`src/dpvdc_pkg.sv`:
```
package dpvdc_pkg;
    localparam logic [7:0] DPVDC_OFF_CTRL = 8'h00;
    localparam logic [7:0] DPVDC_OFF_ADDR = 8'h04;
    localparam logic [7:0] DPVDC_OFF_WDATA = 8'h08;
    localparam logic [7:0] DPVDC_OFF_STATUS = 8'h0c;
    localparam logic [7:0] DPVDC_OFF_SERIAL = 8'h10;
    localparam logic [7:0] DPVDC_OFF_SDATA = 8'h14;
    localparam int DPVDC_CTRL_GO_BIT = 8;
    localparam int DPVDC_CTRL_MASKED_BIT = 4;
    localparam int DPVDC_CTRL_LO_BIT = 5;
    localparam int DPVDC_CTRL_HI_BIT = 6;
    localparam int DPVDC_CTRL_KEEP_BIT = 7;
    localparam int DPVDC_ADDR_COL_LSB = 16;
    localparam int DPVDC_WDATA_MASK_LSB = 8;
    localparam int DPVDC_SER_GATE_BIT = 16;
    localparam int DPVDC_SER_DATA_LSB = 24;
    localparam int DPVDC_ROW_BITS = 9;
    localparam int DPVDC_PHASE_CYC = 2;
    localparam int DPVDC_SER_HALF_CYC = 2;
    localparam logic [31:0] DPVDC_RST_DATA = 32'h0000_0000;

    typedef enum logic [3:0] {
        DPVDC_OP_READ = 4'h0, DPVDC_OP_WRITE = 4'h1, DPVDC_OP_BLOCK_FILL = 4'h2,
        DPVDC_OP_ROW_FILL = 4'h3, DPVDC_OP_MASK_LOAD = 4'h4, DPVDC_OP_COLOR_LOAD = 4'h5,
        DPVDC_OP_FULL_READ_LOAD = 4'h6, DPVDC_OP_HALF_READ_LOAD = 4'h7,
        DPVDC_OP_ARRAY_LOAD = 4'h8, DPVDC_OP_HALF_ARRAY_LOAD = 4'h9,
        DPVDC_OP_ROW_ONLY_REFRESH = 4'ha, DPVDC_OP_REFRESH_OPTION_CLEAR = 4'hb,
        DPVDC_OP_REFRESH_STOP_SET = 4'hc, DPVDC_OP_REFRESH_KEEP_OPTIONS = 4'hd,
        DPVDC_OP_HIDDEN_REFRESH = 4'he, DPVDC_OP_NONE = 4'hf
    } dpvdc_op_e;

    typedef enum logic [7:0] {
        DPVDC_ST_IDLE = 8'h01, DPVDC_ST_ROW = 8'h02, DPVDC_ST_RASL = 8'h04,
        DPVDC_ST_COL = 8'h08, DPVDC_ST_CASL = 8'h10, DPVDC_ST_HIDE_UP = 8'h20,
        DPVDC_ST_HIDE_DN = 8'h40, DPVDC_ST_PRE = 8'h80
    } dpvdc_state_e;

    typedef struct packed {
        logic ras_n;
        logic cas_n;
        logic [DPVDC_ROW_BITS-1:0] addr;
        logic lower_write_mode_strobe_n;
        logic upper_write_mode_strobe_n;
        logic transfer_output_enable_n;
        logic special_function_select;
        logic [7:0] dq_o;
        logic dq_oe;
    } dpvdc_ram_pins_s;

    typedef struct packed {
        logic serial_clock;
        logic shift_output_gate_n;
        logic [7:0] sdq_o;
        logic sdq_oe;
    } dpvdc_ser_pins_s;
endpackage

```
`src/dpvdc_ctrl.sv`:
```
`timescale 1ns/1ps
// Notes on behaviour
// - Serial port clocks only while its count is nonzero, and is held while an array-buffer transfer is in progress.
// - Row bits stand at falling row strobe, column bits at falling column strobe.
// - Function select is driven at both row and column strobe edges.
// - Column-first refresh, strobe low, select high loads the stop point.
module dpvdc_ctrl #(
    parameter int PHASE_CYC = dpvdc_pkg::DPVDC_PHASE_CYC,
    parameter int SER_HALF_CYC = dpvdc_pkg::DPVDC_SER_HALF_CYC
) (
    input wire logic mclk_in,
    input wire logic rstn_in,
    input wire logic psel_in,
    input wire logic penable_in,
    input wire logic pwrite_in,
    input wire logic [7:0] paddr_in,
    input wire logic [31:0] pwdata_in,
    output logic [31:0] prdata_out,
    output logic pready_out,
    output logic pslverr_out,
    output dpvdc_pkg::dpvdc_ram_pins_s ram_pins_out,
    input wire logic [7:0] ram_data_pins_in,
    output dpvdc_pkg::dpvdc_ser_pins_s ser_pins_out,
    input wire logic [7:0] serial_data_pins_in
);
    typedef struct packed {
        dpvdc_pkg::dpvdc_state_e st;
        logic [7:0] cnt;
        dpvdc_pkg::dpvdc_op_e op;
        logic masked;
        logic lo_en;
        logic hi_en;
        logic keep_opt;
        logic [8:0] row;
        logic [8:0] col;
        logic [7:0] wdata;
        logic [7:0] wmask;
        logic [7:0] rdata;
        logic sdir_host;
        logic [9:0] ser_cnt;
        logic [7:0] ser_half;
        logic [7:0] sin;
        logic [7:0] dq_s1;
        logic [7:0] dq_s2;
        logic [7:0] sq_s1;
        logic [7:0] sq_s2;
        dpvdc_pkg::dpvdc_ram_pins_s rp;
        dpvdc_pkg::dpvdc_ser_pins_s sp;
        logic [31:0] prdata;
        logic pready;
        logic pslverr;
    } dpvdc_ctrl_s;

    dpvdc_ctrl_s s_reg;
    dpvdc_ctrl_s s_next;

    function automatic logic is_xfer(input dpvdc_pkg::dpvdc_op_e op);
        return op inside {dpvdc_pkg::DPVDC_OP_FULL_READ_LOAD, dpvdc_pkg::DPVDC_OP_HALF_READ_LOAD,
            dpvdc_pkg::DPVDC_OP_ARRAY_LOAD, dpvdc_pkg::DPVDC_OP_HALF_ARRAY_LOAD};
    endfunction

    function automatic logic is_cbr(input dpvdc_pkg::dpvdc_op_e op);
        return op inside {dpvdc_pkg::DPVDC_OP_REFRESH_OPTION_CLEAR,
            dpvdc_pkg::DPVDC_OP_REFRESH_STOP_SET, dpvdc_pkg::DPVDC_OP_REFRESH_KEEP_OPTIONS};
    endfunction

    function automatic logic is_wr(input dpvdc_pkg::dpvdc_op_e op);
        return op inside {dpvdc_pkg::DPVDC_OP_WRITE, dpvdc_pkg::DPVDC_OP_BLOCK_FILL,
            dpvdc_pkg::DPVDC_OP_ROW_FILL, dpvdc_pkg::DPVDC_OP_MASK_LOAD,
            dpvdc_pkg::DPVDC_OP_COLOR_LOAD};
    endfunction

    // Function select level at the falling row strobe
    function automatic logic dsf_ras(input dpvdc_pkg::dpvdc_op_e op);
        return op inside {dpvdc_pkg::DPVDC_OP_ROW_FILL, dpvdc_pkg::DPVDC_OP_MASK_LOAD,
            dpvdc_pkg::DPVDC_OP_COLOR_LOAD, dpvdc_pkg::DPVDC_OP_HALF_READ_LOAD,
            dpvdc_pkg::DPVDC_OP_HALF_ARRAY_LOAD, dpvdc_pkg::DPVDC_OP_REFRESH_STOP_SET,
            dpvdc_pkg::DPVDC_OP_REFRESH_KEEP_OPTIONS};
    endfunction

    // Write mode strobe low at the falling row strobe
    function automatic logic wm_low(input dpvdc_pkg::dpvdc_op_e op, input logic masked);
        return op inside {dpvdc_pkg::DPVDC_OP_ROW_FILL, dpvdc_pkg::DPVDC_OP_ARRAY_LOAD,
            dpvdc_pkg::DPVDC_OP_HALF_ARRAY_LOAD, dpvdc_pkg::DPVDC_OP_REFRESH_STOP_SET}
            || (masked && op inside {dpvdc_pkg::DPVDC_OP_WRITE, dpvdc_pkg::DPVDC_OP_BLOCK_FILL});
    endfunction

    localparam logic [7:0] PH_LAST = 8'(PHASE_CYC - 1);
    localparam logic [7:0] SH_LAST = 8'(SER_HALF_CYC - 1);

    logic acc;
    logic ph_done;
    assign acc = psel_in && !penable_in;
    assign ph_done = s_reg.cnt == PH_LAST;

    always_comb begin
        s_next = s_reg;
        s_next.dq_s1 = ram_data_pins_in;
        s_next.dq_s2 = s_reg.dq_s1;
        s_next.sq_s1 = serial_data_pins_in;
        s_next.sq_s2 = s_reg.sq_s1;
        s_next.cnt = ph_done ? 8'h00 : s_reg.cnt + 8'h01;
        // Register bus: answer in the first access cycle
        s_next.pready = acc;
        s_next.pslverr = 1'b0;
        s_next.prdata = 32'h0000_0000;
        if (acc) begin
            case (paddr_in)
                dpvdc_pkg::DPVDC_OFF_CTRL: s_next.prdata = {24'h000000, s_reg.keep_opt,
                    s_reg.hi_en, s_reg.lo_en, s_reg.masked, s_reg.op};
                dpvdc_pkg::DPVDC_OFF_ADDR: s_next.prdata = {7'h00, s_reg.col, 7'h00, s_reg.row};
                dpvdc_pkg::DPVDC_OFF_WDATA: s_next.prdata = {16'h0000, s_reg.wmask, s_reg.wdata};
                dpvdc_pkg::DPVDC_OFF_STATUS: s_next.prdata = {16'h0000, s_reg.rdata, 5'h00,
                    s_reg.ser_cnt != 10'h000, s_reg.sdir_host, s_reg.st != dpvdc_pkg::DPVDC_ST_IDLE};
                dpvdc_pkg::DPVDC_OFF_SERIAL: s_next.prdata = {s_reg.sp.sdq_o, 7'h00,
                    s_reg.sp.shift_output_gate_n, 6'h00, s_reg.ser_cnt};
                dpvdc_pkg::DPVDC_OFF_SDATA: s_next.prdata = {24'h000000, s_reg.sin};
                default: s_next.pslverr = 1'b1;
            endcase
        end
        if (psel_in && penable_in && s_reg.pready && pwrite_in) begin
            case (paddr_in)
                dpvdc_pkg::DPVDC_OFF_CTRL: begin
                    if (s_reg.st == dpvdc_pkg::DPVDC_ST_IDLE
                            && pwdata_in[dpvdc_pkg::DPVDC_CTRL_GO_BIT]) begin
                        s_next.op = dpvdc_pkg::dpvdc_op_e'(pwdata_in[3:0]);
                        s_next.masked = pwdata_in[dpvdc_pkg::DPVDC_CTRL_MASKED_BIT];
                        s_next.lo_en = pwdata_in[dpvdc_pkg::DPVDC_CTRL_LO_BIT];
                        s_next.hi_en = pwdata_in[dpvdc_pkg::DPVDC_CTRL_HI_BIT];
                        s_next.keep_opt = pwdata_in[dpvdc_pkg::DPVDC_CTRL_KEEP_BIT];
                        s_next.st = dpvdc_pkg::DPVDC_ST_ROW;
                        s_next.cnt = 8'h00;
                    end
                end
                dpvdc_pkg::DPVDC_OFF_ADDR: begin
                    s_next.row = pwdata_in[8:0];
                    s_next.col = pwdata_in[dpvdc_pkg::DPVDC_ADDR_COL_LSB +: 9];
                end
                dpvdc_pkg::DPVDC_OFF_WDATA: begin
                    s_next.wdata = pwdata_in[7:0];
                    s_next.wmask = pwdata_in[dpvdc_pkg::DPVDC_WDATA_MASK_LSB +: 8];
                end
                dpvdc_pkg::DPVDC_OFF_SERIAL: begin
                    s_next.ser_cnt = pwdata_in[9:0];
                    s_next.sp.shift_output_gate_n = pwdata_in[dpvdc_pkg::DPVDC_SER_GATE_BIT];
                    s_next.sp.sdq_o = pwdata_in[dpvdc_pkg::DPVDC_SER_DATA_LSB +: 8];
                end
                default: ;
            endcase
        end
        // Random-access sequencer
        case (s_reg.st)
            dpvdc_pkg::DPVDC_ST_IDLE: begin
                s_next.cnt = 8'h00;
                s_next.rp.addr = s_next.row;
                s_next.rp.transfer_output_enable_n = !is_xfer(s_next.op);
                s_next.rp.special_function_select = dsf_ras(s_next.op);
                s_next.rp.lower_write_mode_strobe_n = !wm_low(s_next.op, s_next.masked);
                s_next.rp.upper_write_mode_strobe_n = !wm_low(s_next.op, s_next.masked);
                // New mask rides on the data pins at the row strobe
                s_next.rp.dq_o = s_next.wmask;
                s_next.rp.dq_oe = s_next.masked && wm_low(s_next.op, s_next.masked)
                    && !is_cbr(s_next.op);
                if (s_next.st == dpvdc_pkg::DPVDC_ST_ROW) begin
                    s_next.rp.cas_n = !is_cbr(s_next.op);
                end
            end
            dpvdc_pkg::DPVDC_ST_ROW: if (ph_done) begin
                s_next.rp.ras_n = 1'b0;
                s_next.st = dpvdc_pkg::DPVDC_ST_RASL;
            end
            dpvdc_pkg::DPVDC_ST_RASL: if (ph_done) begin
                if (is_cbr(s_reg.op) || s_reg.op == dpvdc_pkg::DPVDC_OP_ROW_ONLY_REFRESH) begin
                    s_next.st = dpvdc_pkg::DPVDC_ST_PRE;
                end else begin
                    s_next.st = dpvdc_pkg::DPVDC_ST_COL;
                    s_next.rp.addr = s_reg.col;
                    s_next.rp.special_function_select = s_reg.op inside
                        {dpvdc_pkg::DPVDC_OP_BLOCK_FILL, dpvdc_pkg::DPVDC_OP_COLOR_LOAD};
                    s_next.rp.lower_write_mode_strobe_n = 1'b1;
                    s_next.rp.upper_write_mode_strobe_n = 1'b1;
                    s_next.rp.transfer_output_enable_n = is_wr(s_reg.op) || is_xfer(s_reg.op);
                    s_next.rp.dq_o = s_reg.wdata;
                    s_next.rp.dq_oe = is_wr(s_reg.op);
                end
            end
            dpvdc_pkg::DPVDC_ST_COL: if (ph_done) begin
                s_next.rp.cas_n = 1'b0;
                if (is_wr(s_reg.op)) begin
                    s_next.rp.lower_write_mode_strobe_n = !s_reg.lo_en;
                    s_next.rp.upper_write_mode_strobe_n = !s_reg.hi_en;
                end
                s_next.st = dpvdc_pkg::DPVDC_ST_CASL;
            end
            dpvdc_pkg::DPVDC_ST_CASL: if (ph_done) begin
                if (s_reg.op == dpvdc_pkg::DPVDC_OP_HIDDEN_REFRESH) begin
                    s_next.rp.ras_n = 1'b1;
                    s_next.st = dpvdc_pkg::DPVDC_ST_HIDE_UP;
                end else begin
                    s_next.st = dpvdc_pkg::DPVDC_ST_PRE;
                end
            end
            dpvdc_pkg::DPVDC_ST_HIDE_UP: if (ph_done) begin
                s_next.rp.ras_n = 1'b0;
                s_next.rp.special_function_select = s_reg.keep_opt;
                s_next.st = dpvdc_pkg::DPVDC_ST_HIDE_DN;
            end
            dpvdc_pkg::DPVDC_ST_HIDE_DN: if (ph_done) begin
                s_next.st = dpvdc_pkg::DPVDC_ST_PRE;
            end
            dpvdc_pkg::DPVDC_ST_PRE: begin
                s_next.rp.ras_n = 1'b1;
                s_next.rp.cas_n = 1'b1;
                s_next.rp.lower_write_mode_strobe_n = 1'b1;
                s_next.rp.upper_write_mode_strobe_n = 1'b1;
                s_next.rp.transfer_output_enable_n = 1'b1;
                s_next.rp.special_function_select = 1'b0;
                s_next.rp.dq_oe = 1'b0;
                // Sync chain lags two cycles: its last stage still holds the strobed read data
                if (s_reg.cnt == 8'h00 && s_reg.op == dpvdc_pkg::DPVDC_OP_READ) begin
                    s_next.rdata = s_reg.dq_s2;
                end
                if (ph_done) begin
                    s_next.st = dpvdc_pkg::DPVDC_ST_IDLE;
                    // Mirror the device's serial direction
                    if (s_reg.op == dpvdc_pkg::DPVDC_OP_FULL_READ_LOAD) begin
                        s_next.sdir_host = 1'b0;
                    end else if (s_reg.op == dpvdc_pkg::DPVDC_OP_ARRAY_LOAD) begin
                        s_next.sdir_host = 1'b1;
                    end
                end
            end
            default: s_next.st = dpvdc_pkg::DPVDC_ST_IDLE;
        endcase
        // Serial clock generator, held still while a transfer runs
        s_next.sp.sdq_oe = s_reg.sdir_host;
        if (s_reg.ser_cnt != 10'h000 && !(is_xfer(s_reg.op)
                && s_reg.st != dpvdc_pkg::DPVDC_ST_IDLE)) begin
            s_next.ser_half = (s_reg.ser_half == SH_LAST) ? 8'h00 : s_reg.ser_half + 8'h01;
            if (s_reg.ser_half == SH_LAST) begin
                s_next.sp.serial_clock = !s_reg.sp.serial_clock;
                if (!s_reg.sp.serial_clock) begin
                    s_next.ser_cnt = s_reg.ser_cnt - 10'h001;
                    s_next.sin = s_reg.sq_s2;
                end
            end
        end
    end

    always_ff @(posedge mclk_in) begin
        if (!rstn_in) begin
            s_reg <= '0;
            s_reg.st <= dpvdc_pkg::DPVDC_ST_IDLE;
            s_reg.op <= dpvdc_pkg::DPVDC_OP_NONE;
            s_reg.rp <= '{ras_n: 1'b1, cas_n: 1'b1, addr: 9'h000,
                lower_write_mode_strobe_n: 1'b1, upper_write_mode_strobe_n: 1'b1,
                transfer_output_enable_n: 1'b1, special_function_select: 1'b0,
                dq_o: 8'h00, dq_oe: 1'b0};
            s_reg.sp.shift_output_gate_n <= 1'b1;
        end else begin
            s_reg <= s_next;
        end
    end

    assign prdata_out = s_reg.prdata;
    assign pready_out = s_reg.pready;
    assign pslverr_out = s_reg.pslverr;
    assign ram_pins_out = s_reg.rp;
    assign ser_pins_out = s_reg.sp;

    property p_row_at_ras;
        @(posedge mclk_in) disable iff (!rstn_in)
        $fell(ram_pins_out.ras_n) && ram_pins_out.cas_n |-> ram_pins_out.addr == s_reg.row;
    endproperty
    a_row_at_ras: assert property (p_row_at_ras) else $error("row address wrong");

    property p_col_at_cas;
        @(posedge mclk_in) disable iff (!rstn_in)
        $fell(ram_pins_out.cas_n) && !ram_pins_out.ras_n |-> ram_pins_out.addr == s_reg.col;
    endproperty
    a_col_at_cas: assert property (p_col_at_cas) else $error("column address wrong");

    property p_dsf_at_ras;
        @(posedge mclk_in) disable iff (!rstn_in)
        $fell(ram_pins_out.ras_n) && s_reg.st == dpvdc_pkg::DPVDC_ST_RASL
            |-> ram_pins_out.special_function_select == dsf_ras(s_reg.op);
    endproperty
    a_dsf_at_ras: assert property (p_dsf_at_ras) else $error("select wrong at row");

    property p_cbr_stop;
        @(posedge mclk_in) disable iff (!rstn_in)
        $fell(ram_pins_out.ras_n) && s_reg.op == dpvdc_pkg::DPVDC_OP_REFRESH_STOP_SET
            |-> !ram_pins_out.cas_n && !ram_pins_out.lower_write_mode_strobe_n
            && ram_pins_out.special_function_select && ram_pins_out.addr == s_reg.row;
    endproperty
    a_cbr_stop: assert property (p_cbr_stop) else $error("stop set pins wrong");

    property p_cbr_order;
        @(posedge mclk_in) disable iff (!rstn_in)
        $fell(ram_pins_out.ras_n) && !ram_pins_out.cas_n
            |-> is_cbr(s_reg.op) || s_reg.op == dpvdc_pkg::DPVDC_OP_HIDDEN_REFRESH;
    endproperty
    a_cbr_order: assert property (p_cbr_order) else $error("column strobe early");

    property p_xfer_toe;
        @(posedge mclk_in) disable iff (!rstn_in)
        $fell(ram_pins_out.ras_n) && s_reg.st == dpvdc_pkg::DPVDC_ST_RASL
            |-> ram_pins_out.transfer_output_enable_n == !is_xfer(s_reg.op);
    endproperty
    a_xfer_toe: assert property (p_xfer_toe) else $error("transfer enable wrong");

    property p_serial_still;
        @(posedge mclk_in) disable iff (!rstn_in)
        is_xfer(s_reg.op) && s_reg.st != dpvdc_pkg::DPVDC_ST_IDLE
            |=> $stable(ser_pins_out.serial_clock);
    endproperty
    a_serial_still: assert property (p_serial_still) else $error("serial clock moved");

    property p_dir_after_load;
        @(posedge mclk_in) disable iff (!rstn_in)
        s_reg.st == dpvdc_pkg::DPVDC_ST_PRE && ph_done
            && s_reg.op == dpvdc_pkg::DPVDC_OP_ARRAY_LOAD |=> ##1 ser_pins_out.sdq_oe;
    endproperty
    a_dir_after_load: assert property (p_dir_after_load) else $error("serial dir wrong");

    property p_cycle_ends;
        @(posedge mclk_in) disable iff (!rstn_in)
        $rose(s_reg.st == dpvdc_pkg::DPVDC_ST_ROW)
            |-> ##[1:200] s_reg.st == dpvdc_pkg::DPVDC_ST_IDLE && ram_pins_out.ras_n;
    endproperty
    a_cycle_ends: assert property (p_cycle_ends) else $error("cycle did not end");
endmodule

```
`config.mk`:
```
export PLATFORM = sky130hd
export DESIGN_NAME = dpvdc_ctrl
export DESIGN_NICKNAME = d
export VERILOG_FILES = /design/src/dpvdc_pkg.sv /design/src/dpvdc_ctrl.sv
export SDC_FILE = /design/constraint.sdc
export NUM_CORES = 1
export LEC_CHECK = 0
export ABC_CLOCK_PERIOD_IN_PS = 2410
export BUFFER_PORTS_ARGS = -buffer_cell sky130_fd_sc_hd__buf_2
export CAP_MARGIN = 15
export CORE_ASPECT_RATIO = 1.25
export CORE_UTILIZATION = 52
export CTS_BUF_LIST = sky130_fd_sc_hd__clkbuf_8 sky130_fd_sc_hd__clkbuf_16
export DETAILED_ROUTE_END_ITERATION = 10
export HOLD_SLACK_MARGIN = 0.02
export PLACE_DENSITY = 0.77
export SLEW_MARGIN = 20
export SYNTH_ARGS = -nofsm -noshare
export SYNTH_HDL_FRONTEND = slang
export SYNTH_SLANG_ARGS = --single-unit
```
`constraint.sdc`:
```
create_clock -name mclk_in -period 2.41 [get_ports mclk_in]
set_input_delay 0.3615 -clock mclk_in [delete_from_list [all_inputs] [get_ports mclk_in]]
set_output_delay 0.3615 -clock mclk_in [all_outputs]
set_load 0.01 [all_outputs]
```
==> results.json <==
{
  "post_synth_main_area_contributors": "sky130_fd_sc_hd__dfxtp_1, sky130_fd_sc_hd__buf_4, sky130_fd_sc_hd__nand2_1",
  "tightestPinTransition_ns": 0.741,
  "synthArstFlopShare_pct": 0,
  "cp.arrival_ns": 2.63,
  "final_period_minus_worst_setup_slack_ns": 2.31,
  "max-slew-margin-rel_pct": 50.2,
  "cp.buffers_inverters": 1,
  "antenna_cells": 0,
  "clk_transition_reported_paths_ns": 0.07,
  "via_count": 7500,
  "type_of_element_capturing_the_critical_path": "flop",
  "post-route-drc-count": 0,
  "floorplan.die_area_mm2": 0.0172,
  "die_h_um": 147,
  "detail-route-antenna-nets": 0,
  "post_route_wl_um": 22200,
  "synth_top_family_by_area": "simple AND/OR/NAND/NOR gates",
  "design_area_mm2": 0.00989,
  "max-vdd-ir-drop_mv": 0.542,
  "synthesis.instances": 1002,
  "grt_pass1_vias": 6822,
  "synth-xor-area-share_pct": 1.81,
  "antenna_found_initial": 0,
  "finish.net_count": 1144,
  "post_synth_mux_area_share_pct": 4.71,
  "firstDrtPassIters": 5,
  "postSynth.topFlopCell": "sky130_fd_sc_hd__dfxtp_1",
  "synth_nets": 1069,
  "row_count": 52,
  "globalRouteOverflowTotal": 0,
  "area_after_detailed_placement_mm2": 0.00932,
  "first_pass_grt_wire_length_um": 35600,
  "cts.htree.levels": 4,
  "area_growth_syn_to_layout_pct": 13.8,
  "post-cts-setup-buffer-count": 0,
  "clock-root-buffer": "sky130_fd_sc_hd__clkbuf_16",
  "route.detailed.vias_per_inst": 5.75,
  "initial_utilization_pct": 53.4,
  "pin_count_of_the_biggest_net_entering_global_routing": 55,
  "worst_skew_ns": 0.00770,
  "netlist.area_leader.share_pct": 44.7,
  "final.hold.worst_slack_ns": 0.125,
  "core_area_mm2": 0.0163,
  "numCtsBuffers": 17,
  "yosys.area_share.adder_pct": 0.864,
  "die-width_um": 118,
  "timing.hold.worst.class": "input pin to flop",
  "status": "completed",
  "i_o_pin_total": 130,
  "leakage_nw": 4.32,
  "final-max-slew-violation-count": 0,
  "critPathRequiredTime_ns": 2.74,
  "clock_sinks": 194,
  "finalWeightedCongestion": 0.942,
  "clk-insertion-delay-late_ns": 0.44,
  "drt_iter0_markers": 784,
  "cts.repair.resized": 0,
  "critical-path-top-delay-family": "simple AND/OR/NAND/NOR gates",
  "critPathKind": "flop to flop",
  "synth_warnings": 0,
  "netlist_area_mm2": 0.00869,
  "largest_register_ff_count": 108,
  "unrepaired_setup_endpoints_after_global_routing": "false",
  "grt.total_usage_pct": 26.2,
  "synth_seq_cells": 194,
  "synth.yosys.seq_area_share_pct": 44.7,
  "dpl.hpwl_um": 16100,
  "tritoncts_clock_tree": "done",
  "maxCapViolations": 0,
  "synthesis.area_per_instance_um2": 8.68,
  "total_power_mw": 7.54,
  "synth_cell_types": 72,
  "port_buffers": 129,
  "timing.critical_path.cells": "or4b_2 -> nor3_1 -> nand4_2 -> buf_4 -> mux2i_1 -> nor2_1",
  "fin_crit_sh_pct": 95.6,
  "finalHoldViolCount": 0,
  "final_report_setup_violation_count": 0,
  "maxClockFrequency_mhz": 434,
  "post_cts_hold_buffer_count": 0,
  "synth_edf_count": 0,
  "drive_above_1_share_pct": 22.2,
  "powerDensity_mw_per_mm2": 763,
  "route.detailed.wl_per_inst_um": 17.1,
  "cp_slowest_cell": "sky130_fd_sc_hd__or4b_2",
  "clock_path_buffers": 2,
  "post_synth_and_or_nand_nor_area_fraction_pct": 23.8,
  "synth.largest_area_cell": "sky130_fd_sc_hd__dfxtp_1",
  "worst_path_largest_cell_delay_ns": 0.65,
  "startpoint_type": "flop",
  "synth_compound_area_share_pct": 14.5,
  "crit_fanout": 8
}
[layer usage]
layer  vias to the layer above  global-route usage (%)  part of all wire (%)
li1                       3597                       -                     -
met1                      3486                    33.6                    41
met2                       356                    42.0                    47
met3                        61                    5.31                   7.7
met4                         0                    13.0                   3.7
met5                         -                       0                     0
[logic make-up (layout without fill, tap and decap cells)]
logic type                 Yosys count  after routing
DFF                                194            194
adders and majority gates            6              6
muxes                               39             39
and+or+nand+nor                    406            406
buffers and inverters              145            231
xor gates and xnor gates            18             18
AOI/OAI and AO/OA                  194            194
[area by class of cell]
type,instances,area [um2]
repair buffers,188,1140
clock inverters,12,130
well taps,216,270
flip-flops and latches,194,3880
multi-input cells,663,3980
fillers,1397,6380
clock buffers,18,439
inverters,13,48.8
[Yosys cell counts, types with 8 or more instances]
cell,instances
sky130_fd_sc_hd__dfxtp_1,194
sky130_fd_sc_hd__nand2_1,122
sky130_fd_sc_hd__nor2_1,99
sky130_fd_sc_hd__a21oi_1,79
sky130_fd_sc_hd__buf_4,67
sky130_fd_sc_hd__clkbuf_1,52
sky130_fd_sc_hd__and2_1,42
sky130_fd_sc_hd__mux2i_1,33
sky130_fd_sc_hd__and3_1,26
sky130_fd_sc_hd__a22oi_1,23
sky130_fd_sc_hd__nand3_1,23
sky130_fd_sc_hd__a22o_1,17
sky130_fd_sc_hd__nor3_1,17
sky130_fd_sc_hd__o21ai_0,13
sky130_fd_sc_hd__inv_1,12
sky130_fd_sc_hd__nand4_1,12
sky130_fd_sc_hd__a31oi_1,11
sky130_fd_sc_hd__xor2_1,11
sky130_fd_sc_hd__a211oi_1,10
sky130_fd_sc_hd__buf_2,8
[placed cells by master, fill, tap and decap left out, types with 7 or more instances in the layout]
master                      synthesis  final
sky130_fd_sc_hd__dfxtp_1          194    193
sky130_fd_sc_hd__buf_2              8    129
sky130_fd_sc_hd__nand2_1          122    122
sky130_fd_sc_hd__nor2_1            99     99
sky130_fd_sc_hd__a21oi_1           79     79
sky130_fd_sc_hd__buf_4             67     55
sky130_fd_sc_hd__and2_1            42     42
sky130_fd_sc_hd__mux2i_1           33     33
sky130_fd_sc_hd__and3_1            26     25
sky130_fd_sc_hd__nand3_1           23     23
sky130_fd_sc_hd__a22oi_1           23     23
sky130_fd_sc_hd__nor3_1            17     17
sky130_fd_sc_hd__a22o_1            17     17
sky130_fd_sc_hd__clkbuf_16          0     17
sky130_fd_sc_hd__inv_1             12     13
sky130_fd_sc_hd__o21ai_0           13     13
sky130_fd_sc_hd__nand4_1           12     12
sky130_fd_sc_hd__xor2_1            11     11
sky130_fd_sc_hd__a31oi_1           11     11
sky130_fd_sc_hd__a211oi_1          10     10
sky130_fd_sc_hd__or4_1              7      7
sky130_fd_sc_hd__nand2b_1           7      7
sky130_fd_sc_hd__xnor2_1            7      7
[path summary, 6_finish.rpt]
path	cells after the start	to	slack [ns]	startpoint
worst min-delay path	2	s_next[76]	0.13	serial_data_pins_in[7]
worst max-delay path	6	s_reg[130]	0.10	s_reg[193]
worst max register to register	6	s_reg[130]	0.10	s_reg[193]
worst min register to register	1	s_reg[87]	0.43	s_next[87]
[stage by stage]
stage          instances  util (%)  TNS [ns]  setup WS, ns
2_1_floorplan       1002         -         0        0.0958
3_3_place_gp        1274      57.3         0        0.0328
3_5_place_dp        1274      57.3   -0.0334       -0.0231
4_1_cts             1304      60.8         0        0.0534
5_1_grt             1304      60.8         0        0.0150
6_report            1304      60.8         0         0.105
[where the power goes]
part	leakage, nW	internal [mW]	switching (mW)	total [mW]
registers	1.57	3.32	0.118	3.44
logic	2.47	0.593	0.771	1.36
clock network	0.279	1.47	1.27	2.74
No activity file was read; power rests on OpenSTA's default activity.
